**src/hdl/csie_pkg.sv**
```systemverilog
package csie_pkg;

  ////////////////////////////////////////////////////////////////////////////
  // io port addresses
  localparam logic [7:0] ADDR_GLOBAL_IRQ_ENABLE = 8'h20; // global interrupt enable
  localparam logic [7:0] ADDR_PROC_STATUS_CTRL  = 8'hff; // processor status/control

  ////////////////////////////////////////////////////////////////////////////
  // processor status/control bit positions
  localparam int PSC_RUN      = 0; // run bit
  localparam int PSC_RSVD     = 1; // reserved, reads zero
  localparam int PSC_IE_SENSE = 2; // cpu interrupt enable sense
  localparam int PSC_SUSPEND  = 3; // suspend request / state
  localparam int PSC_POR      = 4; // power-on reset flag
  localparam int PSC_BUSRST   = 5; // usb bus reset flag
  localparam int PSC_WDR      = 6; // watchdog reset flag
  localparam int PSC_PENDING  = 7; // any interrupt pending

  // power-on value of processor status/control
  localparam logic [7:0] PSC_POR_VALUE = 8'h11;

  ////////////////////////////////////////////////////////////////////////////
  // global interrupt enable bit positions (also pending vector positions)
  localparam int GIE_BUSRST  = 0; // usb bus reset
  localparam int GIE_T128US  = 1; // 128 us timer tick
  localparam int GIE_T1MS    = 2; // 1.024 ms timer tick
  localparam int GIE_HUB     = 3; // hub status change
  localparam int GIE_GPIO    = 5; // any gpio edge
  localparam int GIE_I2C     = 6; // i2c activity
  localparam int SRC_COUNT   = 8; // width of enable and pending vectors

  // writable positions of global interrupt enable, reserved bits excluded
  localparam logic [7:0] GIE_WRITE_MASK  = 8'h6f;
  localparam logic [7:0] GIE_RESET_VALUE = 8'h00;

  ////////////////////////////////////////////////////////////////////////////
  // timing
  localparam int CLK_PERIOD_NS        = 20;    // sys_clk period
  localparam int SE0_MIN_NS           = 12000; // shortest recognised bus reset
  localparam int SE0_CYCLES           = (SE0_MIN_NS + CLK_PERIOD_NS - 1) / CLK_PERIOD_NS;
  localparam int TIMEOUT_INTERVAL_MS  = 8;     // watchdog interval
  localparam int TIMEOUT_INTERVAL_CYCLES = TIMEOUT_INTERVAL_MS * 1000000 / CLK_PERIOD_NS;
  localparam int STARTUP_SUSPEND_MS   = 96;    // start-up suspend length
  localparam int STARTUP_CYCLES       = STARTUP_SUSPEND_MS * 1000000 / CLK_PERIOD_NS;
  localparam int SU_CNT_W             = 23;    // start-up counter width

endpackage

```
**src/hdl/csie_core.sv**
```systemverilog
`timescale 1ns/1ps
// Summary of operation
// halt clears whole status register, cpu stops
// firmware writes zero to reserved bit one
// enable sense read-only, changed by instructions
// suspend write stops cpu, enters low power
// enabled pending or bus activity wakes device
// suspend write ignored during bus activity
// power-on reset sets power-on flag
// long single-ended zero sets bus-reset flag
// watchdog reset sets watchdog flag
// pending bit shows any active interrupt
// power-up value is 00010001
// start-up suspend 96 ms, watchdog after 8 ms
// firmware clears power-on flag after start-up
// watchdog loads 01xx0001, keeps por and busreset
// each source maskable by its enable bit
// bits one, two gate timer ticks
// bits zero, three, five, six gate others
// any reset clears interrupt enables
// per-source pending latch, gated by enable
// reserved enable bits read zero
module csie_core #(
  parameter int WDT_CYCLES     = csie_pkg::TIMEOUT_INTERVAL_CYCLES,
  parameter int STARTUP_CYCLES = csie_pkg::STARTUP_CYCLES,
  parameter int SE0_CYCLES     = csie_pkg::SE0_CYCLES
) (
  // clock and reset
  input  wire logic       sys_clk,
  input  wire logic       reset,
  // io port access from the cpu
  input  wire logic       io_port_write_instruction,
  input  wire logic       io_read,
  input  wire logic [7:0] io_addr,
  input  wire logic [7:0] io_wdata,
  output logic      [7:0] io_rdata,
  // cpu instruction events
  input  wire logic       halt_instr,
  input  wire logic       irq_mask_instruction,
  input  wire logic       irq_unmask_instruction,
  input  wire logic       return_from_isr_instruction,
  input  wire logic       irq_ack,
  // watchdog
  input  wire logic       wdt_reset,
  // interrupt sources
  input  wire logic       tick_128us,
  input  wire logic       tick_1ms,
  input  wire logic       hub_change,
  input  wire logic       gpio_edge,
  input  wire logic       i2c_event,
  input  wire logic       usb_bus_activity,
  // upstream pins
  input  wire logic       usb_dp,
  input  wire logic       usb_dm,
  // cpu control outputs
  output logic            cpu_run,
  output logic            suspended,
  output logic            irq_request,
  output logic      [2:0] irq_id
);

  localparam int CW = csie_pkg::SU_CNT_W;
  localparam logic [CW-1:0] WDT_LAST     = CW'(WDT_CYCLES - 1);
  localparam logic [CW-1:0] STARTUP_LAST = CW'(STARTUP_CYCLES - 1);
  localparam int SW = csie_pkg::SRC_COUNT;

  ////////////////////////////////////////////////////////////////////////////
  // state
  typedef struct packed {
    logic          run;                // run bit
    logic          suspend;            // suspend state
    logic          por;                // power-on reset flag
    logic          busrst;             // bus reset flag
    logic          timeout_reset_flag; // watchdog reset flag
    logic          gie;                // cpu interrupt enable
    logic [SW-1:0] gen;                // global interrupt enable register
    logic          startup;            // start-up suspend running
    logic [CW-1:0] su_cnt;             // start-up elapsed cycles
    logic [7:0]    rdata;              // read data
  } csie_core_state_type;

  // power-up value, power-on flag and run bit set
  localparam csie_core_state_type RESET_STATE = '{
    run: 1'b1, suspend: 1'b0, por: 1'b1, busrst: 1'b0,
    timeout_reset_flag: 1'b0, gie: 1'b0,
    gen: csie_pkg::GIE_RESET_VALUE,
    startup: 1'b1, su_cnt: '0, rdata: 8'h00};

  csie_core_state_type st;      // registered state
  csie_core_state_type next_st; // next state

  logic          se0_pulse; // bus reset recognised
  logic [SW-1:0] pend;      // pending flags
  logic [SW-1:0] set_vec;   // source events
  logic [SW-1:0] clr_vec;   // serviced source
  logic [SW-1:0] req_vec;   // pending and enabled
  logic          wdt_evt;   // any watchdog reset
  logic          pend_flush; // clear all pending
  logic [7:0]    psc_read;  // status/control as read
  logic          wr_psc;    // write to status/control
  logic          wr_gie;    // write to enable register

  ////////////////////////////////////////////////////////////////////////////
  // bus reset detector and pending latches
  csie_se0_detect #(
    .COUNT (SE0_CYCLES)
  ) u_se0 (
    .sys_clk   (sys_clk),
    .reset     (reset),
    .usb_dp    (usb_dp),
    .usb_dm    (usb_dm),
    .se0_pulse (se0_pulse)
  );

  csie_pend_bank #(
    .WIDTH (SW)
  ) u_pend (
    .sys_clk (sys_clk),
    .reset   (reset),
    .set_req (set_vec),
    .clr_req (clr_vec),
    .flush   (pend_flush),
    .pend    (pend)
  );

  ////////////////////////////////////////////////////////////////////////////
  // source mapping, reserved positions never pend
  always_comb begin
    set_vec = '0;
    set_vec[csie_pkg::GIE_BUSRST] = se0_pulse;
    set_vec[csie_pkg::GIE_T128US] = tick_128us;
    set_vec[csie_pkg::GIE_T1MS]   = tick_1ms;
    set_vec[csie_pkg::GIE_HUB]    = hub_change;
    set_vec[csie_pkg::GIE_GPIO]   = gpio_edge;
    set_vec[csie_pkg::GIE_I2C]    = i2c_event;
  end

  ////////////////////////////////////////////////////////////////////////////
  // request and priority: lowest index wins
  always_comb begin
    req_vec = pend & st.gen;
    irq_id  = 3'h0;
    for (int i = SW - 1; i >= 0; i--) begin
      if (req_vec[i]) begin
        irq_id = 3'(i);
      end
    end
    irq_request = st.gie && (req_vec != '0) && st.run && !st.startup;
    clr_vec = '0;
    if (irq_ack && irq_request) begin
      clr_vec[irq_id] = 1'b1;
    end
  end

  ////////////////////////////////////////////////////////////////////////////
  // status/control as seen by a read
  always_comb begin
    psc_read = 8'h00;
    psc_read[csie_pkg::PSC_RUN]      = st.run;
    psc_read[csie_pkg::PSC_RSVD]     = 1'b0;
    psc_read[csie_pkg::PSC_IE_SENSE] = st.gie;
    psc_read[csie_pkg::PSC_SUSPEND]  = st.suspend;
    psc_read[csie_pkg::PSC_POR]      = st.por;
    psc_read[csie_pkg::PSC_BUSRST]   = st.busrst;
    psc_read[csie_pkg::PSC_WDR]      = st.timeout_reset_flag;
    psc_read[csie_pkg::PSC_PENDING]  = |pend;
  end

  assign wr_psc  = io_port_write_instruction && (io_addr == csie_pkg::ADDR_PROC_STATUS_CTRL);
  assign wr_gie  = io_port_write_instruction && (io_addr == csie_pkg::ADDR_GLOBAL_IRQ_ENABLE);
  // external watchdog or the one that fires 8 ms into an unaborted start-up, which keeps running
  assign wdt_evt = wdt_reset || (st.startup && (st.su_cnt == WDT_LAST));
  assign pend_flush = wdt_evt || halt_instr;

  ////////////////////////////////////////////////////////////////////////////
  // next state
  always_comb begin
    next_st = st;
    // start-up suspend timing, aborted by a bus reset
    if (st.startup) begin
      next_st.su_cnt = st.su_cnt + 1'b1;
      if (se0_pulse || (st.su_cnt == STARTUP_LAST)) begin
        next_st.startup = 1'b0;
      end
    end
    // firmware writes
    if (wr_psc) begin
      next_st.run                = io_wdata[csie_pkg::PSC_RUN];
      next_st.por                = io_wdata[csie_pkg::PSC_POR];
      next_st.busrst             = io_wdata[csie_pkg::PSC_BUSRST];
      next_st.timeout_reset_flag = io_wdata[csie_pkg::PSC_WDR];
      if (io_wdata[csie_pkg::PSC_SUSPEND] && !usb_bus_activity) begin
        next_st.suspend = 1'b1;
      end
    end
    if (wr_gie) begin
      next_st.gen = io_wdata & csie_pkg::GIE_WRITE_MASK;
    end
    // cpu interrupt enable, only by instructions
    if (irq_mask_instruction) begin
      next_st.gie = 1'b0;
    end
    if (irq_unmask_instruction || return_from_isr_instruction) begin
      next_st.gie = 1'b1;
    end
    if (irq_ack && irq_request) begin
      next_st.gie = 1'b0;
    end
    // hardware set of the bus reset flag wins over a write
    if (se0_pulse) begin
      next_st.busrst = 1'b1;
    end
    // wake from suspend
    if (st.suspend && ((req_vec != '0) || usb_bus_activity)) begin
      next_st.suspend = 1'b0;
    end
    // halt clears every bit
    if (halt_instr) begin
      next_st.run                = 1'b0;
      next_st.suspend            = 1'b0;
      next_st.por                = 1'b0;
      next_st.busrst             = 1'b0;
      next_st.timeout_reset_flag = 1'b0;
      next_st.gie                = 1'b0;
    end
    // watchdog reset keeps por and bus reset flags
    if (wdt_evt) begin
      next_st.run                = 1'b1;
      next_st.suspend            = 1'b0;
      next_st.timeout_reset_flag = 1'b1;
      next_st.gie                = 1'b0;
      next_st.gen                = csie_pkg::GIE_RESET_VALUE;
      next_st.por                = st.por;
      next_st.busrst             = st.busrst || se0_pulse;
    end
    // read data, unmapped addresses read zero
    if (io_read) begin
      if (io_addr == csie_pkg::ADDR_PROC_STATUS_CTRL) begin
        next_st.rdata = psc_read;
      end else if (io_addr == csie_pkg::ADDR_GLOBAL_IRQ_ENABLE) begin
        next_st.rdata = st.gen;
      end else begin
        next_st.rdata = 8'h00;
      end
    end
  end

  ////////////////////////////////////////////////////////////////////////////
  // register, power-on value on reset
  always_ff @(posedge sys_clk) begin
    if (reset) begin
      st <= RESET_STATE;
    end else begin
      st <= next_st;
    end
  end

  ////////////////////////////////////////////////////////////////////////////
  // outputs
  assign io_rdata  = st.rdata;
  assign cpu_run   = st.run && !st.suspend && !st.startup;
  assign suspended = st.suspend || st.startup;
endmodule

```
**src/hdl/csie_pend_bank.sv**
```systemverilog
`timescale 1ns/1ps
module csie_pend_bank #(
  parameter int WIDTH = 8
) (
  // clock and reset
  input  wire logic             sys_clk,
  input  wire logic             reset,
  // per-source requests
  input  wire logic [WIDTH-1:0] set_req,
  input  wire logic [WIDTH-1:0] clr_req,
  input  wire logic             flush,
  // pending flags
  output logic      [WIDTH-1:0] pend
);

  ////////////////////////////////////////////////////////////////////////////
  // state
  typedef struct packed {
    logic [WIDTH-1:0] flags; // one pending flip-flop per source
  } csie_pend_state_type;

  csie_pend_state_type st;      // registered state
  csie_pend_state_type next_st; // next state

  ////////////////////////////////////////////////////////////////////////////
  // next state: set wins over clear, flush clears all
  always_comb begin
    next_st = st;
    next_st.flags = (st.flags & ~clr_req) | set_req;
    if (flush) begin
      next_st.flags = '0;
    end
  end

  ////////////////////////////////////////////////////////////////////////////
  // register
  always_ff @(posedge sys_clk) begin
    if (reset) begin
      st <= '0;
    end else begin
      st <= next_st;
    end
  end

  assign pend = st.flags;

endmodule

```
**src/hdl/csie_se0_detect.sv**
```systemverilog
`timescale 1ns/1ps
module csie_se0_detect #(
  parameter int COUNT = csie_pkg::SE0_CYCLES
) (
  // clock and reset
  input  wire logic sys_clk,
  input  wire logic reset,
  // upstream data line pins
  input  wire logic usb_dp,
  input  wire logic usb_dm,
  // one pulse per recognised bus reset
  output logic      se0_pulse
);

  localparam int CW = $clog2(COUNT + 1);
  localparam logic [CW-1:0] LAST = CW'(COUNT - 1);

  ////////////////////////////////////////////////////////////////////////////
  // state
  typedef struct packed {
    logic          dp_s1; // first sync stage
    logic          dp_s2; // second sync stage
    logic          dm_s1; // first sync stage
    logic          dm_s2; // second sync stage
    logic [CW-1:0] cnt;   // se0 length counter
    logic          done;  // this se0 already reported
    logic          pulse; // registered event
  } csie_se0_state_type;

  csie_se0_state_type st;      // registered state
  csie_se0_state_type next_st; // next state

  ////////////////////////////////////////////////////////////////////////////
  // next state: count cycles with both lines low
  always_comb begin
    next_st = st;
    next_st.dp_s1 = usb_dp;
    next_st.dp_s2 = st.dp_s1;
    next_st.dm_s1 = usb_dm;
    next_st.dm_s2 = st.dm_s1;
    next_st.pulse = 1'b0;
    if (!st.dp_s2 && !st.dm_s2) begin
      // single-ended zero present
      if (!st.done) begin
        next_st.cnt = st.cnt + 1'b1;
        if (st.cnt == LAST) begin
          next_st.done  = 1'b1;
          next_st.pulse = 1'b1;
        end
      end
    end else begin
      // any line high restarts the measurement
      next_st.cnt  = '0;
      next_st.done = 1'b0;
    end
  end

  ////////////////////////////////////////////////////////////////////////////
  // register; plus line idles high, minus line low after reset
  always_ff @(posedge sys_clk) begin
    if (reset) begin
      st <= '{dp_s1: 1'b1, dp_s2: 1'b1, dm_s1: 1'b0, dm_s2: 1'b0,
              cnt: '0, done: 1'b0, pulse: 1'b0};
    end else begin
      st <= next_st;
    end
  end

  assign se0_pulse = st.pulse;

endmodule

```
**config.mk**
```make
export PLATFORM = sky130hd
export DESIGN_NAME = csie_core
export DESIGN_NICKNAME = d
export VERILOG_FILES = /design/src/hdl/csie_pkg.sv /design/src/hdl/csie_core.sv /design/src/hdl/csie_pend_bank.sv /design/src/hdl/csie_se0_detect.sv
export SDC_FILE = /design/constraint.sdc
export NUM_CORES = 1
export LEC_CHECK = 0
export CORE_AREA = 5 5 139 88
export DETAILED_ROUTE_END_ITERATION = 10
export DIE_AREA = 0 0 144 93
export DONT_BUFFER_PORTS = 1
export GPL_ROUTABILITY_DRIVEN = 0
export SKIP_LAST_GASP = 1
export SYNTH_ARGS = -nofsm -noshare
export SYNTH_HDL_FRONTEND = slang
export SYNTH_SLANG_ARGS = --single-unit
```
**constraint.sdc**
```tcl
create_clock -name sys_clk -period 4.4 [get_ports sys_clk]
set_clock_uncertainty 0.05 [all_clocks]
set_input_delay 0.88 -clock sys_clk [delete_from_list [all_inputs] [get_ports sys_clk]]
set_output_delay 0.88 -clock sys_clk [all_outputs]
set_load 0.03 [all_outputs]
```
==> results of run 1 <==
==> layout by cell type, fill, tap and decap left out, types with 2 or more instances in the layout <==
master	count
sky130_fd_sc_hd__xor2_1	13
sky130_fd_sc_hd__and4_1	4
sky130_fd_sc_hd__nor3_1	8
sky130_fd_sc_hd__or3_1	7
sky130_fd_sc_hd__mux2i_1	9
sky130_fd_sc_hd__inv_1	8
sky130_fd_sc_hd__a21boi_0	2
sky130_fd_sc_hd__nor3b_1	2
sky130_fd_sc_hd__nor2b_1	7
sky130_fd_sc_hd__nor2_1	50
sky130_fd_sc_hd__a2111oi_0	3
sky130_fd_sc_hd__o31ai_1	3
sky130_fd_sc_hd__nand4b_1	3
sky130_fd_sc_hd__nor4_1	8
sky130_fd_sc_hd__o21bai_1	2
sky130_fd_sc_hd__clkbuf_16	9
sky130_fd_sc_hd__ha_1	2
sky130_fd_sc_hd__nand4_1	17
sky130_fd_sc_hd__nand2b_1	2
sky130_fd_sc_hd__nand2_1	18
sky130_fd_sc_hd__and3_1	7
sky130_fd_sc_hd__nand3_1	16
sky130_fd_sc_hd__a21oi_1	20
sky130_fd_sc_hd__clkinvlp_4	4
sky130_fd_sc_hd__a211o_1	3
sky130_fd_sc_hd__o21ai_0	6
sky130_fd_sc_hd__or4_1	2
sky130_fd_sc_hd__xnor2_1	6
sky130_fd_sc_hd__nor4b_1	2
sky130_fd_sc_hd__clkinv_2	2
sky130_fd_sc_hd__a222oi_1	5
sky130_fd_sc_hd__mux2_2	3
sky130_fd_sc_hd__a22oi_1	6
sky130_fd_sc_hd__or2_2	4
sky130_fd_sc_hd__dfxtp_1	68
==> worst register-to-register path: stages (launching register included) <==
cell                       delay, ns
sky130_fd_sc_hd__dfxtp_1        0.65
sky130_fd_sc_hd__nand3_1        0.30
sky130_fd_sc_hd__nor4_4         0.54
sky130_fd_sc_hd__a2111o_1       0.44
sky130_fd_sc_hd__nor2_1         0.10
==> cells in the mapped netlist (all sizes together), types with 2 or more instances <==
| master | instances |
|---|---|
| dfxtp | 68 |
| nor2 | 50 |
| a21oi | 20 |
| nand2 | 18 |
| nand3 | 17 |
| nand4 | 17 |
| xor2 | 13 |
| buf | 12 |
| clkbuf | 12 |
| mux2i | 9 |
| nor4 | 9 |
| and3 | 8 |
| inv | 8 |
| nor3 | 8 |
| or3 | 8 |
| nor2b | 7 |
| a22oi | 6 |
| o21ai | 6 |
| xnor2 | 6 |
| a222oi | 5 |
| a2111oi | 4 |
| and4 | 4 |
| or2 | 4 |
| a211o | 3 |
| mux2 | 3 |
| nand4b | 3 |
| nor3b | 3 |
| o31ai | 3 |
| or4 | 3 |
| a21boi | 2 |
| ha | 2 |
| nand2b | 2 |
| nor4b | 2 |
| o21bai | 2 |
==> sequential cells by signal, summed over array words and instances, names as in the netlist <==
register	cells
u_se0.se0_pulse	1
u_pend.pend	8
st	30
io_rdata	8
u_se0.st	13
u_se0.next_st	2
psc_read	6
==> metrics by stage <==
step | util, % | hold WS (ns) | setup slack [ns] | total power, mW | instances
floorplan | - | 0.339 | 1.75 | 0.669 | 359
global placement | 29.5 | 0.349 | 1.84 | 0.669 | 480
detailed placement | 29.5 | 0.346 | 1.81 | 0.670 | 480
CTS | 32.0 | 0.360 | 1.45 | 1.34 | 496
global route | 32.0 | 0.390 | 1.37 | 1.37 | 496
finish | 32.0 | 0.359 | 1.45 | 1.32 | 496
==> kinds of logic after synthesis <==
logic type / after synthesis
AOI/OAI and AO/OA: 59
xor gates and xnor gates: 19
adders and majority gates: 2
buffers and inverters: 33
DFF: 68
muxes: 12
and+or+nand+nor: 166
==> worst max path at each step <==
stage | endpoint | slack (ns) | cells past startpoint
finish | irq_id[1] | 1.45 | 2
global route | irq_id[1] | 1.37 | 2
CTS | irq_id[1] | 1.45 | 2
detailed placement | irq_id[1] | 1.81 | 2
global placement | irq_id[1] | 1.84 | 2
floorplan | irq_request | 1.75 | 3
==> metal layers <==
layer | wire length, um | part of all wire [%] | vias up
met1 | 3810 | 50 | 1248
met5 | 0 | 0 | -
met3 | 764 | 9.9 | 9
li1 | - | - | 1290
met2 | 3010 | 39 | 85
met4 | 91 | 1.2 | 0
==> final cells by class <==
| type | count | area, sq um |
|---|---|---|
| Tap cell | 144 | 180 |
| Fill cell | 1156 | 7430 |
| Clock buffer | 10 | 239 |
| Timing Repair Buffer | 1 | 7.51 |
| Multi-Input combinational cell | 258 | 1640 |
| Inverter | 9 | 33.8 |
| Clock inverter | 6 | 40.0 |
| Sequential cell | 68 | 1360 |
==> power by group <==
| part | switching (mW) | internal [mW] |
|---|---|---|
| clock network | 0.268 | 0.394 |
| registers | 0.00712 | 0.624 |
| logic | 0.0136 | 0.0124 |
| total | 0.288 | 1.03 |
==> summary.txt, run 1 <==
Top FF cell, synth: sky130_fd_sc_hd__dfxtp_1
gr ovfl total: 0
sequential area share after synthesis: 43.1%
total die area: 0.0134 sq mm
Mapped Nets: 395
clock tree from TritonCTS: done
number of max-slew violations in the final report: 0
post-CTS setup buffers: 0
launching element type of the critical path: register
share of synthesized area spent on multiplexers: 3.93%
synthesized area per cell: 8.79 sq um
number of design-rule violations left by the first detailed-router iteration: 258
Clock Latency Late Sink: 0.33 ns
post-place instance area: 0.00322 sq mm
number of max-capacitance violations reported: 0
FFs w/ async S/R, synth: 0%
Placeable Area: 0.0109 sq mm
vias in the first global route: 2496
Most Used Layer, Global Route: met1
synth warn: 0
TritonCTS Sinks: 68
Post-Syn Area: 0.00316 sq mm
Initial Util: 28.9%
worst-path cell chain: a22oi_1, a21boi_0
Yosys top cell by area: sky130_fd_sc_hd__dfxtp_1
Worst-Margin Slew: 0.996 ns
type of the worst setup path: reg2out
unrepaired setup endpoints after global routing: no
Global Route met1 Usage: 17.3%
clock edge transition at the registers on the reported setup and hold paths: 0.06 ns
global router's overall resource usage: 12.0%
VDD IR-drop max: 234 uV
total number of nets in the final design: 383
library cells used by synthesis: 56
Setup Total Neg Slack: 0 ns
shortest period the worst path allows: 2.95 ns
Mapped Cells: 359
run status: finished, final reports clean
worst min path class: reg2reg
clock root cell: sky130_fd_sc_hd__clkbuf_16
die boundary height: 93 um
highest fanout seen on the critical path: 7
antenna violations before repair: 0
peak clock frequency supported by timing: 339 MHz
endpoint of the most critical register-to-register path: u_pend.pend[3]$_SDFF_PP0_
launch point of the worst hold path: u_se0.next_st[14]$_SDFF_PP1_
I/O pin cnt: 48
reg2reg start: st[31]$_SDFF_PP1_
top cell type's share of synthesized area: 43.1%
hold path cells: 1
EDFF count, synth: 0
detailed-placement wirelength estimate: 5650 um
synthesized-area fraction occupied by ao, oa, aoi and oai cells: 13.0%
top cells by area in the synthesized netlist: sky130_fd_sc_hd__dfxtp_1 (43%), sky130_fd_sc_hd__nor2_1 (5.9%), sky130_fd_sc_hd__xor2_1 (3.6%), sky130_fd_sc_hd__nand4_1 (3.4%), sky130_fd_sc_hd__a21oi_1 (3.2%)
die width: 144 um
met3 Track Usage GR: 4.75%
Critical Path Source: st[33]$_SDFFE_PP0P_
Reg2Reg Setup Slack: 2.21 ns
final worst-path cycle share: 67.1%
total of buffers placed on input and output ports: 0
number of register bits inferred by synthesis: 68
share of final-layout standard cells stronger than drive strength 1: 8.81%
post-route cell area: 0.00350 sq mm
static leakage: 1.19 nW
slowest stage cell, crit path: sky130_fd_sc_hd__a21boi_0
hold buffer count at cts: 0
area share of and/or/nand/nor cells after synthesis: 28.8%
ANT nets after route: 0
wire length of the first global-routing pass: 12600 um
H-tree depth: 3
Slew headroom: 33.5%
endpoint arrival time on the critical path: 2.02 ns
total number of vias: 2632
number of cell rows: 30
mean routed wirelength per cell: 15.5 um
Post-Synth XOR/XNOR Area: 5.27%
clock tree buffer depth: 2
routed wire length: 7690 um
met2 usage: 16.5%
worst reg-to-reg path cell count: 4
first drt pass iteration count: 5
Min-Delay Endpoint: u_se0.st[14]$_SDFF_PP1_
number of remaining DRC errors: 0
largest net degree at the start of global routing: 46
final number of setup-violating endpoints: 0
fraction of the mapped netlist area in adder cells: 0.793%
slowest stage delay, CP: 0.84 ns
cts bufs inserted: 9
via density per instance: 5.31
number of antenna repair diodes: 0
synth-to-layout area growth: 10.8%
combinational family with the most area after synthesis: simple AND/OR/NAND/NOR gates
category of the worst setup path capture point: output port
# resized after CTS: 0
buffer and inverter count on the worst path: 0
Req. time, crit path: 3.47 ns
hold violation count in the final report: 0
largest delay contributor family on the critical path: compound AO/OA/AOI/OAI gates
PD cells: 377 mW/mm^2
Power figures use the tool's default switching activity.
==> run 2, diff against run 1 <==
- clock period: 4.4 -> 2.6 ns (I/O delays scaled with it)
==> run 2 against run 1 <==
Compared with the run above: die area did not move; global-route usage grew 0.073 points; largest power group unchanged; highest routed layer unchanged; largest cell class unchanged; total power increased by 74%; utilization increased by 0.39 points.
==> summary.txt, run 2 (synthesized netlist as in run 1, its figures left out) <==
run status: finished, final reports clean
number of design-rule violations left by the first detailed-router iteration: 228
highest fanout seen on the critical path: 5
most common cell after layout, fill and taps aside: sky130_fd_sc_hd__dfxtp_1
die width: 144 um
shortest period the worst path allows: 2.31 ns
Clk pwr share: 51.6%
TritonCTS Sinks: 68
Placeable Area: 0.0109 sq mm
total die area: 0.0134 sq mm
die boundary height: 93 um
number of cell rows: 30
most frequent cells in the layout: sky130_fd_sc_hd__dfxtp_1 (68), sky130_fd_sc_hd__nor2_1 (50), sky130_fd_sc_hd__a21oi_1 (20)
Worst-Margin Slew: 0.766 ns
buffer and inverter count on the worst path: 1
mean routed wirelength per cell: 15.6 um
largest register by flop count: st
ANT nets after route: 0
share of final-layout standard cells stronger than drive strength 1: 9.58%
cts bufs inserted: 9
worst reg-to-reg path cell count: 4
global router's overall resource usage: 12.1%
share of power burned in combinational logic: 1.9%
largest net degree at the start of global routing: 46
number of remaining DRC errors: 0
reported net switching power: 466 uW
I/O pin cnt: 48
cell count along the critical path: 4
clock root cell: sky130_fd_sc_hd__clkbuf_16
static leakage: 1.23 nW
Sequential Power Share: 46.5%
total of buffers placed on input and output ports: 0
antenna violations before repair: 0
final worst-path cycle share: 88.7%
clock tree from TritonCTS: done
unrepaired setup endpoints after global routing: no
total number of nets in the final design: 387
PD cells: 650 mW/mm^2
first drt pass iteration count: 4
hold violation count in the final report: 0
hold path cells: 1
total number of vias: 2661
routed wire length: 7770 um
gr ovfl total: 0
H-tree depth: 3
worst min path class: in2reg
# resized after CTS: 0
wire length of the first global-routing pass: 12600 um
slowest stage delay, CP: 0.42 ns
via density per instance: 5.33
Regs by FF count: st x30, u_se0.st x13
hold buffer count at cts: 0
vias in the first global route: 2415
slowest stage cell, crit path: sky130_fd_sc_hd__dfxtp_1
largest delay contributor family on the critical path: simple AND/OR/NAND/NOR gates
fillcell total: 1133
number of max-capacitance violations reported: 0
VDD IR-drop max: 294 uV
sum of internal, switching and leakage power: 2.30 mW
Setup Total Neg Slack: 0 ns
switching power share of the total: 20.3%
synth-to-layout area growth: 12.2%
peak clock frequency supported by timing: 434 MHz
flip-flop count of the largest register after layout: 30
P_int: 1.83 mW
post-CTS setup buffers: 0
launching element type of the critical path: register
number of max-slew violations in the final report: 0
clock edge transition at the registers on the reported setup and hold paths: 0.06 ns
worst-path cell chain: a22oi_1, and3_1, nor4bb_1, buf_4
clock tree buffer depth: 2
Slew headroom: 48.5%
type of the worst setup path: reg2out
final number of setup-violating endpoints: 0
Initial Util: 28.9%
number of antenna repair diodes: 0
Clock Latency Late Sink: 0.33 ns
endpoint arrival time on the critical path: 1.74 ns
detailed-placement wirelength estimate: 5810 um
category of the worst setup path capture point: output port
Req. time, crit path: 2.03 ns
run 2: cell types whose count changed in the layout (fill, tap and decap cells not counted):
cell                         delta
sky130_fd_sc_hd__buf_4          +4
sky130_fd_sc_hd__clkinvlp_4     -3
sky130_fd_sc_hd__bufinv_16      +1
sky130_fd_sc_hd__clkinv_2       +1
run 2: cell type report:
cell class / count / area (sq um) / share of cell area (%)
multi-input cells: 258 / 1640 / 46.2
flip-flops and latches: 68 / 1360 / 38.5
clock buffers: 10 / 239 / 6.75
well taps: 144 / 180 / 5.09
clock inverters: 5 / 52.6 / 1.48
repair buffers: 5 / 37.5 / 1.06
inverters: 9 / 33.8 / 0.954
run 2: worst paths after layout:
| kind | from | endpoint | slack [ns] |
|---|---|---|---|
| worst max-delay path | st[35]$_SDFFE_PP0P_ | irq_request | 0.29 |
| worst min-delay path | usb_bus_activity | psc_read[3]$_SDFFE_PP0P_ | 0.20 |
| worst max register to register | st[31]$_SDFF_PP1_ | u_pend.pend[3]$_SDFF_PP0_ | 0.43 |
| worst min register to register | u_se0.next_st[14]$_SDFF_PP1_ | u_se0.st[14]$_SDFF_PP1_ | 0.36 |
run 2: power by group through the flow:
stage               Clock, mW  Sequential (mW)  Combinational [mW]
finish                   1.19             1.07              0.0443
global route             1.27             1.07              0.0509
CTS                      1.23             1.07              0.0442
detailed placement          0             1.09              0.0438
global placement            0             1.09              0.0426
floorplan                   0             1.09              0.0461
run 2: stage by stage:
stage	std cells	hold WS (ns)	instance area, sq um	util (%)	setup WS, ns
after global routing	499	0.190	3540	32.4	0.174
after global placement	484	0.350	3250	29.7	0.513
after detailed placement	484	0.350	3250	29.7	0.457
final	499	0.201	3540	32.4	0.293
after CTS	499	0.185	3540	32.4	0.270
after floorplan	359	0.339	3160	-	0.311
run 2: per-layer routing:
metal | vias up | GRT usage, % | routed length, um
li1 | 1295 | - | -
met1 | 1282 | 17.1 | 3830
met2 | 80 | 16.8 | 3160
met3 | 4 | 4.96 | 742
met4 | 0 | 3.29 | 39
met5 | - | 0 | 0
